[config.mk]
export PLATFORM = sky130hd
export DESIGN_NAME = timer16_core
export DESIGN_NICKNAME = d
export VERILOG_FILES = /design/src/verilog/timer16_pkg.sv /design/src/verilog/pin_edge_sync.sv /design/src/verilog/fxx_prescaler.sv /design/src/verilog/timer16_core.sv
export SDC_FILE = /design/constraint.sdc
export NUM_CORES = 1
export LEC_CHECK = 0
export BUFFER_PORTS_ARGS = -buffer_cell sky130_fd_sc_hd__buf_2
export CORE_MARGIN = 4
export CORE_UTILIZATION = 59
export CTS_CLUSTER_DIAMETER = 50
export DETAILED_ROUTE_END_ITERATION = 8
export GPL_TIMING_DRIVEN = 0
export PLACE_DENSITY_LB_ADDON = 0.1
export RECOVER_POWER = 100
export SYNTH_ARGS = -nofsm -noshare
export SYNTH_HDL_FRONTEND = slang
export SYNTH_HIERARCHICAL = 1
export SYNTH_SLANG_ARGS = --single-unit
[constraint.sdc]
create_clock -name CLOCK -period 3 [get_ports CLOCK]
set_input_delay 0.15 -clock CLOCK [delete_from_list [all_inputs] [get_ports CLOCK]]
set_output_delay 0.15 -clock CLOCK [all_outputs]
set_load 0.005 [all_outputs]
[src/verilog/timer16_pkg.sv]
package timer16_pkg;

  // ****************************************************************
  // Register addresses
  // ****************************************************************
  localparam logic [15:0] ADDR_CLK_SEL    = 16'hff40;
  localparam logic [15:0] ADDR_MODE_CTRL  = 16'hff48;
  localparam logic [15:0] ADDR_CC_CTRL    = 16'hff4c;
  localparam logic [15:0] ADDR_FIRST_CC   = 16'hff10;
  localparam logic [15:0] ADDR_SECOND_CC  = 16'hff12;
  localparam logic [15:0] ADDR_COUNTER    = 16'hff14;

  // ****************************************************************
  // Reset values
  // ****************************************************************
  localparam logic [7:0]  CLK_SEL_RST     = 8'h00;
  localparam logic [2:0]  MODE_RST        = 3'h0;
  localparam logic        OVF_RST         = 1'b0;
  localparam logic [2:0]  CC_CTRL_RST     = 3'h4;
  localparam logic [15:0] COUNTER_RST     = 16'h0000;
  localparam logic [15:0] CC_RST          = 16'h0000;
  localparam logic [7:0]  DIV_RST         = 8'h00;

  // ****************************************************************
  // Field positions
  // ****************************************************************
  localparam int OVF_BIT          = 0;
  localparam int MODE_LSB         = 1;
  localparam int MODE_MSB         = 3;
  localparam int FIRST_SEL_BIT    = 0;
  localparam int FIRST_TRIG_BIT   = 1;
  localparam int SECOND_SEL_BIT   = 2;
  localparam int CNT_SRC_LSB      = 4;
  localparam int CNT_SRC_MSB      = 6;
  localparam int CLKOUT_SRC_MSB   = 3;
  localparam int CLKOUT_EN_BIT    = 7;

  // ****************************************************************
  // Counts and codes
  // ****************************************************************
  localparam logic [15:0] COUNTER_MAX     = 16'hffff;
  localparam logic [3:0]  CLKOUT_SUB      = 4'h0;
  localparam logic [3:0]  CLKOUT_DIV_FIRST = 4'h5;
  localparam logic [3:0]  CLKOUT_DIV_LAST = 4'hc;
  localparam int          DIV_W           = 8;

  // ****************************************************************
  // Types
  // ****************************************************************
  typedef enum logic [2:0] {
    MODE_STOP      = 3'b000,
    MODE_PWM       = 3'b001,
    MODE_MATCH_OUT = 3'b010,
    MODE_FREE      = 3'b011,
    MODE_FREE_ALT  = 3'b100,
    MODE_CLR_EDGE  = 3'b101,
    MODE_CLR_MATCH = 3'b110,
    MODE_CLR_MATCH_ALT = 3'b111
  } mode_e;

  typedef enum logic [2:0] {
    CNT_PIN    = 3'b000,
    CNT_2FXX   = 3'b001,
    CNT_FXX    = 3'b010,
    CNT_FXX_D2 = 3'b011,
    CNT_FXX_D4 = 3'b100,
    CNT_WATCH  = 3'b111
  } cnt_src_e;

  typedef enum logic [1:0] {
    EDGE_FALL = 2'b00,
    EDGE_RISE = 2'b01,
    EDGE_BAD  = 2'b10,
    EDGE_BOTH = 2'b11
  } edge_e;

  typedef struct packed {
    logic [15:0] addr;
    logic [15:0] wdata;
    logic        wr;
    logic        rd;
    logic        wide;
  } cpu_req_s;

  typedef struct packed {
    logic level;
    logic rise;
    logic fall;
  } pin_edge_s;

endpackage : timer16_pkg

[src/verilog/pin_edge_sync.sv]
`timescale 1ns/100ps
`default_nettype none

module pin_edge_sync (
  input  wire logic                    CLOCK,
  input  wire logic                    RST,
  input  wire logic                    PIN,
  output var  timer16_pkg::pin_edge_s  EDGES
);
  import timer16_pkg::*;

  typedef struct packed {
    logic meta;
    logic sync;
    logic last;
  } sync_s;

  sync_s q_ff;
  sync_s nxt_q;

  // ****************************************************************
  // Two flops against metastability, a third for edge detection
  // ****************************************************************
  always_comb begin
    nxt_q      = q_ff;
    nxt_q.meta = PIN;
    nxt_q.sync = q_ff.meta;
    nxt_q.last = q_ff.sync;
  end

  always_ff @(posedge CLOCK or posedge RST) begin
    if (RST) begin
      q_ff <= '0;
    end else begin
      q_ff <= nxt_q;
    end
  end

  assign EDGES.level = q_ff.sync;
  assign EDGES.rise  = q_ff.sync & ~q_ff.last;
  assign EDGES.fall  = ~q_ff.sync & q_ff.last;

endmodule : pin_edge_sync

`default_nettype wire

[src/verilog/fxx_prescaler.sv]
`timescale 1ns/100ps
`default_nettype none

module fxx_prescaler (
  input  wire logic                          CLOCK,
  input  wire logic                          RST,
  output logic [timer16_pkg::DIV_W-1:0]      DIV
);
  import timer16_pkg::*;

  logic [DIV_W-1:0] div_ff;
  logic [DIV_W-1:0] nxt_div;

  // ****************************************************************
  // Free divider; bit k is a square wave at fxx/2^k
  // ****************************************************************
  always_comb begin
    nxt_div = div_ff + 8'h01;
  end

  always_ff @(posedge CLOCK or posedge RST) begin
    if (RST) begin
      div_ff <= DIV_RST;
    end else begin
      div_ff <= nxt_div;
    end
  end

  assign DIV = div_ff;

endmodule : fxx_prescaler

`default_nettype wire

[src/verilog/timer16_core.sv]
`timescale 1ns/100ps
`default_nettype none

module timer16_core (
  input  wire logic                    CLOCK,
  input  wire logic                    RST,
  input  wire timer16_pkg::cpu_req_s   BUS_REQ,
  output logic [15:0]                  BUS_RDATA,
  input  wire logic                    PRIMARY_TIMER_INPUT,
  input  wire logic                    SECONDARY_TIMER_INPUT,
  input  wire logic                    SUBSYSTEM_CLOCK,
  input  wire logic                    WATCH_TICK_SOURCE,
  input  wire logic [1:0]              EDGE_SEL_PIN0,
  input  wire logic [1:0]              EDGE_SEL_PIN1,
  output logic                         FIRST_MATCH_IRQ,
  output logic                         SECOND_MATCH_IRQ,
  output logic                         PROGRAMMABLE_CLOCK_OUT
);
  import timer16_pkg::*;

  // ****************************************************************
  // State
  // ****************************************************************
  typedef enum logic [1:0] {
    RUN_IDLE  = 2'b00,
    RUN_ARMED = 2'b01,
    RUN_COUNT = 2'b10
  } run_e;

  typedef struct packed {
    logic [7:0]  clk_sel;
    mode_e       mode;
    logic        ovf;
    logic [2:0]  cc_ctrl;
    logic [15:0] cr0;
    logic [15:0] cr1;
    logic [15:0] cnt;
    run_e        run;
    logic        eq0_prev;
    logic        eq1_prev;
    logic        irq0;
    logic        irq1;
    logic [15:0] rdata;
    logic        clkout;
  } core_s;

  core_s q_ff;
  core_s nxt_q;

  pin_edge_s          pin0;
  pin_edge_s          pin1;
  pin_edge_s          sub;
  logic [DIV_W-1:0]   div;

  // ****************************************************************
  // Pin synchronisers and divider
  // ****************************************************************
  pin_edge_sync u_pin0 (
    .CLOCK (CLOCK),
    .RST   (RST),
    .PIN   (PRIMARY_TIMER_INPUT),
    .EDGES (pin0)
  );

  pin_edge_sync u_pin1 (
    .CLOCK (CLOCK),
    .RST   (RST),
    .PIN   (SECONDARY_TIMER_INPUT),
    .EDGES (pin1)
  );

  pin_edge_sync u_sub (
    .CLOCK (CLOCK),
    .RST   (RST),
    .PIN   (SUBSYSTEM_CLOCK),
    .EDGES (sub)
  );

  fxx_prescaler u_div (
    .CLOCK (CLOCK),
    .RST   (RST),
    .DIV   (div)
  );

  // ****************************************************************
  // Edge decoding
  // ****************************************************************
  logic       valid0;
  logic       valid1;
  logic       cap0_pin0;
  logic       tick;
  logic       running;
  logic       clr_match;
  logic       first_cmp;
  logic       second_cmp;
  logic       eq0;
  logic       eq1;
  logic       trig0;
  logic       wrap;
  logic [2:0] out_idx;
  logic       out_src;

  function automatic logic valid_edge(input logic [1:0] sel,
                                      input pin_edge_s  e);
    logic v;
    v = 1'b0;
    case (edge_e'(sel))
      EDGE_FALL: v = e.fall;
      EDGE_RISE: v = e.rise;
      EDGE_BOTH: v = e.rise | e.fall;
      default:   v = 1'b0;
    endcase
    return v;
  endfunction : valid_edge

  always_comb begin
    valid0 = valid_edge(EDGE_SEL_PIN0, pin0);
    valid1 = valid_edge(EDGE_SEL_PIN1, pin1);
    // Capture edge is the opposite of the pin's single valid edge; both-edge selection captures nothing
    case (edge_e'(EDGE_SEL_PIN0))
      EDGE_FALL: cap0_pin0 = pin0.rise;
      EDGE_RISE: cap0_pin0 = pin0.fall;
      default:   cap0_pin0 = 1'b0;
    endcase
  end

  // ****************************************************************
  // Count clock selection
  // ****************************************************************
  // Doubled clock is modelled as every CLOCK edge, so fxx is CLOCK/2;
  // software must keep it out of use at high clock rates.
  always_comb begin
    case (cnt_src_e'(q_ff.clk_sel[CNT_SRC_MSB:CNT_SRC_LSB]))
      CNT_PIN:    tick = valid0;
      CNT_2FXX:   tick = 1'b1;
      CNT_FXX:    tick = div[0];
      CNT_FXX_D2: tick = &div[1:0];
      CNT_FXX_D4: tick = &div[2:0];
      CNT_WATCH:  tick = WATCH_TICK_SOURCE;
      default:    tick = 1'b0;
    endcase
  end

  // ****************************************************************
  // Clock output selection
  // ****************************************************************
  always_comb begin
    out_idx = 3'(q_ff.clk_sel[CLKOUT_SRC_MSB:0] - CLKOUT_DIV_FIRST);
    if (q_ff.clk_sel[CLKOUT_SRC_MSB:0] == CLKOUT_SUB) begin
      out_src = sub.level;
    end else if (q_ff.clk_sel[CLKOUT_SRC_MSB:0] >= CLKOUT_DIV_FIRST &&
                 q_ff.clk_sel[CLKOUT_SRC_MSB:0] <= CLKOUT_DIV_LAST) begin
      out_src = div[out_idx];
    end else begin
      out_src = 1'b0;
    end
  end

  // ****************************************************************
  // Compare and mode decode
  // ****************************************************************
  always_comb begin
    running    = (q_ff.mode != MODE_STOP);
    first_cmp  = ~q_ff.cc_ctrl[FIRST_SEL_BIT];
    second_cmp = ~q_ff.cc_ctrl[SECOND_SEL_BIT];
    case (q_ff.mode)
      MODE_CLR_MATCH:     clr_match = first_cmp;
      MODE_CLR_MATCH_ALT: clr_match = first_cmp;
      default:            clr_match = 1'b0;
    endcase
    eq0   = running & first_cmp & (q_ff.cnt == q_ff.cr0);
    eq1   = running & second_cmp & (q_ff.cnt == q_ff.cr1);
    trig0 = q_ff.cc_ctrl[FIRST_TRIG_BIT] ? valid1 : cap0_pin0;
    wrap  = q_ff.cnt == COUNTER_MAX;
  end

  // ****************************************************************
  // Next state
  // ****************************************************************
  always_comb begin
    nxt_q       = q_ff;
    nxt_q.irq0  = 1'b0;
    nxt_q.irq1  = 1'b0;

    // Register writes come first so that hardware events below win
    if (BUS_REQ.wr) begin
      case (BUS_REQ.addr)
        ADDR_CLK_SEL: begin
          nxt_q.clk_sel = BUS_REQ.wdata[7:0];
        end
        ADDR_MODE_CTRL: begin
          nxt_q.mode = mode_e'(BUS_REQ.wdata[MODE_MSB:MODE_LSB]);
          nxt_q.ovf  = BUS_REQ.wdata[OVF_BIT];
        end
        ADDR_CC_CTRL: begin
          nxt_q.cc_ctrl = BUS_REQ.wdata[2:0];
        end
        ADDR_FIRST_CC: begin
          if (BUS_REQ.wide) begin
            nxt_q.cr0 = BUS_REQ.wdata;
          end
        end
        ADDR_SECOND_CC: begin
          if (BUS_REQ.wide) begin
            nxt_q.cr1 = BUS_REQ.wdata;
          end
        end
        default: begin
        end
      endcase
    end

    // Run sequencing; stop mode holds the counter at zero
    case (q_ff.run)
      RUN_IDLE: begin
        nxt_q.cnt = COUNTER_RST;
        if (running) begin
          nxt_q.run = (q_ff.mode == MODE_CLR_EDGE) ? RUN_ARMED : RUN_COUNT;
        end
      end
      RUN_ARMED: begin
        if (!running) begin
          nxt_q.run = RUN_IDLE;
        end else if (valid0) begin
          nxt_q.cnt = COUNTER_RST;
          nxt_q.run = RUN_COUNT;
        end
      end
      RUN_COUNT: begin
        if (!running) begin
          nxt_q.run = RUN_IDLE;
          nxt_q.cnt = COUNTER_RST;
        end else if (q_ff.mode == MODE_CLR_EDGE && valid0) begin
          nxt_q.cnt = COUNTER_RST;
        end else if (tick) begin
          if (clr_match && eq0) begin
            nxt_q.cnt = COUNTER_RST;
          end else begin
            nxt_q.cnt = q_ff.cnt + 16'h0001;
          end
          if (wrap) begin
            nxt_q.ovf = 1'b1;
          end
        end
      end
      default: begin
        nxt_q.run = RUN_IDLE;
      end
    endcase

    // Match requests fire once as equality begins
    nxt_q.eq0_prev = eq0;
    nxt_q.eq1_prev = eq1;
    nxt_q.irq0     = eq0 & ~q_ff.eq0_prev;
    nxt_q.irq1     = eq1 & ~q_ff.eq1_prev;

    // Captures override any write in the same cycle
    if (!first_cmp && trig0) begin
      nxt_q.cr0 = q_ff.cnt;
    end
    if (!second_cmp && valid0) begin
      nxt_q.cr1 = q_ff.cnt;
    end

    // Read path
    if (BUS_REQ.rd) begin
      case (BUS_REQ.addr)
        ADDR_CLK_SEL:   nxt_q.rdata = {8'h00, q_ff.clk_sel};
        ADDR_MODE_CTRL: nxt_q.rdata = {12'h000, q_ff.mode, q_ff.ovf};
        ADDR_CC_CTRL:   nxt_q.rdata = {13'h0000, q_ff.cc_ctrl};
        ADDR_FIRST_CC:  nxt_q.rdata = q_ff.cr0;
        ADDR_SECOND_CC: nxt_q.rdata = q_ff.cr1;
        ADDR_COUNTER: begin
          // Counter value is returned directly, valid even on pin clock
          nxt_q.rdata = q_ff.cnt;
          if (!second_cmp) begin
            nxt_q.cr1 = q_ff.cnt;
          end
        end
        default:        nxt_q.rdata = 16'h0000;
      endcase
    end

    nxt_q.clkout = q_ff.clk_sel[CLKOUT_EN_BIT] & out_src;
  end

  // ****************************************************************
  // Registers
  // ****************************************************************
  always_ff @(posedge CLOCK or posedge RST) begin
    if (RST) begin
      q_ff.clk_sel  <= CLK_SEL_RST;
      q_ff.mode     <= MODE_STOP;
      q_ff.ovf      <= OVF_RST;
      q_ff.cc_ctrl  <= CC_CTRL_RST;
      q_ff.cr0      <= CC_RST;
      q_ff.cr1      <= CC_RST;
      q_ff.cnt      <= COUNTER_RST;
      q_ff.run      <= RUN_IDLE;
      q_ff.eq0_prev <= 1'b0;
      q_ff.eq1_prev <= 1'b0;
      q_ff.irq0     <= 1'b0;
      q_ff.irq1     <= 1'b0;
      q_ff.rdata    <= 16'h0000;
      q_ff.clkout   <= 1'b0;
    end else begin
      q_ff <= nxt_q;
    end
  end

  assign BUS_RDATA              = q_ff.rdata;
  assign FIRST_MATCH_IRQ        = q_ff.irq0;
  assign SECOND_MATCH_IRQ       = q_ff.irq1;
  assign PROGRAMMABLE_CLOCK_OUT = q_ff.clkout;

endmodule : timer16_core

`default_nettype wire

==> flow_summary.yaml, run 1 <==
status:
  status: "finished with violations"
  violations: "capacitance limit, slew limit"
power_and_ir_drop:
  leakagePower_nw: 3.01
  seq_power_share: 0.544
  power_density_nw_per_um2: 392
  p_comb_frac: 0.049
  switchingPower_mw: 0.567
  ir_drop_mv: 0.238
  p_clk_frac: 0.407
  p_int_mw: 1.98
  p_sw_frac: 0.223
cells_and_area:
  drive_gt1_frac: 0.181
  largest-register: "q_ff"
  stdcell_count: 813
  fin_area_sq_um: 6490
  fillCellCount: 747
  nets: 730
  syn_to_final_growth_pct: 11.8
  largest_reg_flops: 67
  diodes: 0
place:
  portBuffers: 62
  hpwl_microns: 11800
  gp_congestion: 0.896
  dp.cells: 795
  place_area_sq_um: 6310
timing:
  hold_viol: 0
  finalCritPeriodShare: 0.927
  period_minus_slack_ns: 2.78
  finClkSkew_ns: 0.0169
  timing.setup.tns_ns: 0
  tightest_slew_ns: 1.64
  fmaxAchievable_ghz: 0.360
  slew_headroom: -0.0947
  finalMaxSlewViolations: 75
  grt_setup_unrepaired: "no"
  setup-violations-final: 0
drt:
  wl_per_cell_microns: 19.6
  wl_microns: 15900
  routed_via_density: 6.11
  firstDrtPassIters: 8
  drcViolationCount: 0
  vias: 4964
  drt_iter0_drc: 404
  ant_nets: 0
die:
  core_area_sq_um: 9420
  die_h_microns: 107
  dieWidth_microns: 107
  rows: 35
  num_io_pins: 64
  design.die.area_sq_um: 11500
  initial_utilization: 0.616
critical_path:
  rr_endpoint: "q_ff[27]"
  cp-start-kind: "flop"
  worstReg2RegStart: "q_ff[23]"
  worst-path-max-fanout: 10
  reg2regPathDepth: 8
  crit_path_start: "q_ff[23]"
  ff2ff_setup_slack_ns: 0.22
  crit_type: "reg2reg"
  crit_arrival_ns: 3.04
  cp_data_required_time_ns: 3.26
  end_kind: "flop"
clock_tree:
  clock-root-buffer: "clkbuf_8"
  post_cts_resized: 0
  clock-sinks: 102
  cts_tree: "built"
  cts-buffers-inserted: 9
  clockBufferDepth: 2
  path_clk_slew_ns: 0.10
  htree_levels: 3
  clock_latency_ns: 0.38
worst_hold_path:
  min_path_cells: 3
  whs_endpoint: "q_ff[68]"
  min_path_type: "in2reg"
  min_from: "BUS_REQ[16]"
job:
  maxCapViolCount: 2
global_routing:
  grt_pass1_vias: 4648
  grt_pass1_wl_microns: 25000
  grtUsageTotal: 0.282
  antenna_found_initial: 0
  grt_max_degree: 74
  overflow: 0
synth:
  syn_area_per_cell_sq_um: 9.63
  postSynthNetCount: 652
  yosysWarnings: 6
  syn-cell-area_sq_um: 5800
  syn_inst: 603
[final cells by class]
cell class | instances | area, sq um | share of cell area
Multi-Input combinational cell | 412 | 2770 | 0.427
Clock buffer | 9 | 124 | 0.0191
Timing Repair Buffer | 67 | 348 | 0.0536
Buffer | 57 | 303 | 0.0467
Clock inverter | 5 | 108 | 0.0166
Tap cell | 129 | 161 | 0.0249
Inverter | 32 | 121 | 0.0187
Sequential cell | 102 | 2550 | 0.393
[per-layer routing]
metal,vias up,GRT usage,share of wire
li1,2303,-,-
met2,228,0.438,0.46
met5,-,0,0
met4,0,0.0877,0.024
met1,2390,0.402,0.44
met3,43,0.0524,0.077
[worst max-delay path by stage]
stage | endpoint | slack (ns)
finish | q_ff[27] | 0.22
global route | q_ff[29] | 0.10
CTS | q_ff[27] | 0.29
detailed placement | q_ff[27] | 0.31
global placement | BUS_RDATA[13] | -0.47
floorplan | BUS_RDATA[0] | 0.63
[placed cells by master, fill, tap and decap left out, drive strengths merged, types with 8 or more instances in the layout]
master / n
o22ai: 15
mux2i: 20
nand3: 30
xor2: 20
nand2: 57
and3: 10
nor3: 8
a31oi: 17
o21ai: 31
a222oi: 11
inv: 33
nand4: 11
nor2: 39
mux2: 16
clkbuf: 62
a21oi: 10
buf: 67
dfrtp: 101
nor4: 11
xnor2: 20
a22o: 11
[critical path, cell delays in order, from the launching register on]
cell      delay [ns]
dfrtp_1         0.36
clkbuf_1        0.45
xnor2_1         0.21
nand4_1         0.12
nor4_1          0.58
a21oi_2         0.27
and2_1          0.24
clkbuf_1        0.19
a22o_1          0.26
[power groups by stage]
| stage | sequential [mW] | clock [mW] | combinational, mW |
|---|---|---|---|
| 3_5_place_dp | 1.41 | 0 | 0.129 |
| 6_report | 1.39 | 1.04 | 0.125 |
| 2_1_floorplan | 1.41 | 0 | 0.0611 |
| 4_1_cts | 1.39 | 1.04 | 0.133 |
| 3_3_place_gp | 1.41 | 0 | 0.121 |
| 5_1_grt | 1.39 | 1.10 | 0.139 |
[stage by stage]
| step | hold WS [ns] | worst slack (ns) | total power, mW | utilization |
|---|---|---|---|---|
| CTS | 0.0337 | 0.285 | 2.56 | 0.699 |
| global route | 0.0348 | 0.102 | 2.63 | 0.689 |
| global placement | 0.0428 | -0.468 | 1.53 | 0.667 |
| detailed placement | 0.0629 | 0.310 | 1.54 | 0.670 |
| floorplan | -0.109 | 0.630 | 1.47 | - |
| finish | 0.0338 | 0.219 | 2.55 | 0.689 |
[repair_timing]
item	CTS	global route
hold endpoints to repair	32	0
hold buffers	4	0
setup buffers	0	0
Power figures use the tool's default switching activity.
==> inputs of run 2 (changes only) <==
--- a/config.mk
+++ b/config.mk
@@ -7,7 +7,7 @@
 export LEC_CHECK = 0
 export BUFFER_PORTS_ARGS = -buffer_cell sky130_fd_sc_hd__buf_2
 export CORE_MARGIN = 4
-export CORE_UTILIZATION = 59
+export CORE_UTILIZATION = 64
 export CTS_CLUSTER_DIAMETER = 50
 export DETAILED_ROUTE_END_ITERATION = 8
 export GPL_TIMING_DRIVEN = 0
==> constraint.sdc (replaced) <==
create_clock -name CLOCK -period 3.4 [get_ports CLOCK]
set_input_delay 0.17 -clock CLOCK [delete_from_list [all_inputs] [get_ports CLOCK]]
set_output_delay 0.17 -clock CLOCK [all_outputs]
set_load 0.005 [all_outputs]
==> flow_summary.yaml, run 2 (synthesis results as in run 1) <==
die:
  die_h_microns: 103
  core_area_sq_um: 8760
  dieWidth_microns: 103
  design.die.area_sq_um: 10700
  initial_utilization: 0.662
  rows: 34
  num_io_pins: 64
critical_path:
  crit_type: "reg2reg"
  end_kind: "flop"
  cp_data_required_time_ns: 3.68
  cp-start-kind: "flop"
  crit_arrival_ns: 3.22
  worst-path-max-fanout: 10
global_routing:
  grt_max_degree: 49
  grt_pass1_vias: 4794
  antenna_found_initial: 0
  grtUsageTotal: 0.304
  grt_pass1_wl_microns: 24600
  overflow: 0
clock_tree:
  clock-root-buffer: "clkbuf_8"
  cts_tree: "built"
  clock-sinks: 102
  cts-buffers-inserted: 9
  clock_latency_ns: 0.38
  htree_levels: 3
  path_clk_slew_ns: 0.11
  clockBufferDepth: 2
cells_and_area:
  stdcell_count: 794
  drive_gt1_frac: 0.181
  nets: 730
  syn_to_final_growth_pct: 11.0
  diodes: 0
  regArea_sq_um: 2550
  fillCellCount: 680
  final_cell_mix: "dfrtp_1, buf_2, nand2_1"
  largest_reg_flops: 67
  final_common_cell: "dfrtp_1"
  largest-register: "q_ff"
  multi_input_area_sq_um: 2770
  fin_area_sq_um: 6440
place:
  hpwl_microns: 11600
  portBuffers: 62
  dp.cells: 774
  gp_congestion: 0.988
  place_area_sq_um: 6280
drt:
  firstDrtPassIters: 6
  wl_microns: 15300
  drcViolationCount: 0
  drt_iter0_drc: 411
  routed_via_density: 6.25
  vias: 4963
  ant_nets: 0
  wl_per_cell_microns: 19.2
power_and_ir_drop:
  p_int_mw: 1.62
  leakagePower_nw: 3.00
  ir_drop_mv: 0.188
  seq_power_share: 0.566
  switchingPower_mw: 0.542
  p_comb_frac: 0.051
  power_density_nw_per_um2: 336
  p_sw_frac: 0.251
  p_clk_frac: 0.383
timing:
  fin_hold_ws_ns: 0.0482
  grt_setup_unrepaired: "no"
  finalCritPeriodShare: 0.866
  fmaxAchievable_ghz: 0.340
  finClkSkew_ns: 0.0137
  slew_headroom: -0.150
  tightest_slew_ns: 1.72
  hold_viol: 0
  finalMaxSlewViolations: 51
  period_minus_slack_ns: 2.94
  setup-violations-final: 0
job:
  maxCapViolCount: 2
status:
  status: "finished with violations"
  violations: "capacitance limit, slew limit"
worst_hold_path:
  min_path_type: "in2reg"
## run 2: changes by cell type in the layout (fill, tap and decap cells not counted), sizes merged
cell,before,now
clkinv,0,3
bufinv,3,1
buf,67,66
clkbuf,62,63
inv,33,34
## run 2: worst paths after layout
| kind | start | to | slack [ns] | depth (start not counted) |
|---|---|---|---|---|
| min reg2reg | u_pin0/nxt_q[1] | u_pin0/EDGES[2] | 0.37 | 0 |
| max in group asynchronous | RST | q_ff[42] | 0.73 | 4 |
| min in group asynchronous | RST | u_sub/nxt_q[1] | 0.26 | 3 |
| max reg2reg | q_ff[23] | q_ff[27] | 0.46 | 8 |
| max | q_ff[23] | q_ff[27] | 0.46 | 8 |
| min | BUS_REQ[16] | q_ff[68] | 0.05 | 3 |
## run 2: layout make-up
| class | count | area share |
|---|---|---|
| clock inverter | 7 | 0.0142 |
| sequential | 102 | 0.396 |
| tap | 108 | 0.0210 |
| inverter | 32 | 0.0188 |
| buffer | 57 | 0.0472 |
| clock buffer | 9 | 0.0192 |
| timing repair buffer | 67 | 0.0534 |
| multi-input combinational | 412 | 0.430 |
## run 2: repair_timing
action                                 in CTS  in global routing
hold buffers                                4                  0
endpoints found under the hold margin      57                  0
gates resized for setup                     0                  0
setup buffers                               0                  0
## run 2: metrics by stage
step / power (mW) / TNS, ns / utilization / setup WS [ns]
final: 2.16 / 0 / 0.735 / 0.457
after global routing: 2.23 / 0 / 0.735 / 0.278
after CTS: 2.17 / 0 / 0.746 / 0.620
after detailed placement: 1.36 / 0 / 0.717 / 0.648
after global placement: 1.35 / -8.98 / 0.713 / -0.110
after floorplan: 1.30 / 0 / - / 1.01
## run 2: power groups by stage
| stage | Clock, mW | Sequential, mW | Combinational, mW |
|---|---|---|---|
| after floorplan | 0 | 1.25 | 0.0539 |
| after global routing | 0.886 | 1.23 | 0.123 |
| after detailed placement | 0 | 1.25 | 0.113 |
| after global placement | 0 | 1.25 | 0.106 |
| after CTS | 0.833 | 1.22 | 0.117 |
| final | 0.829 | 1.22 | 0.110 |
## run 2: routing by layer
metal  track usage  vias to the layer above  routed length (microns)
met1         0.417                     2381                     6470
met4         0.112                        0                      497
met2         0.474                      231                     6980
li1              -                     2308                        -
met3        0.0744                       43                     1330
met5             0                        -                        0
## run 2: critical path: stages, from the launching register on
cell and delay [ns]:
dfrtp_1 0.36, clkbuf_1 0.43, xnor2_1 0.24, nand4_1 0.13
nor4_1 0.54, a21oi_1 0.39, and2_0 0.28, clkbuf_1 0.20
a22o_1 0.25
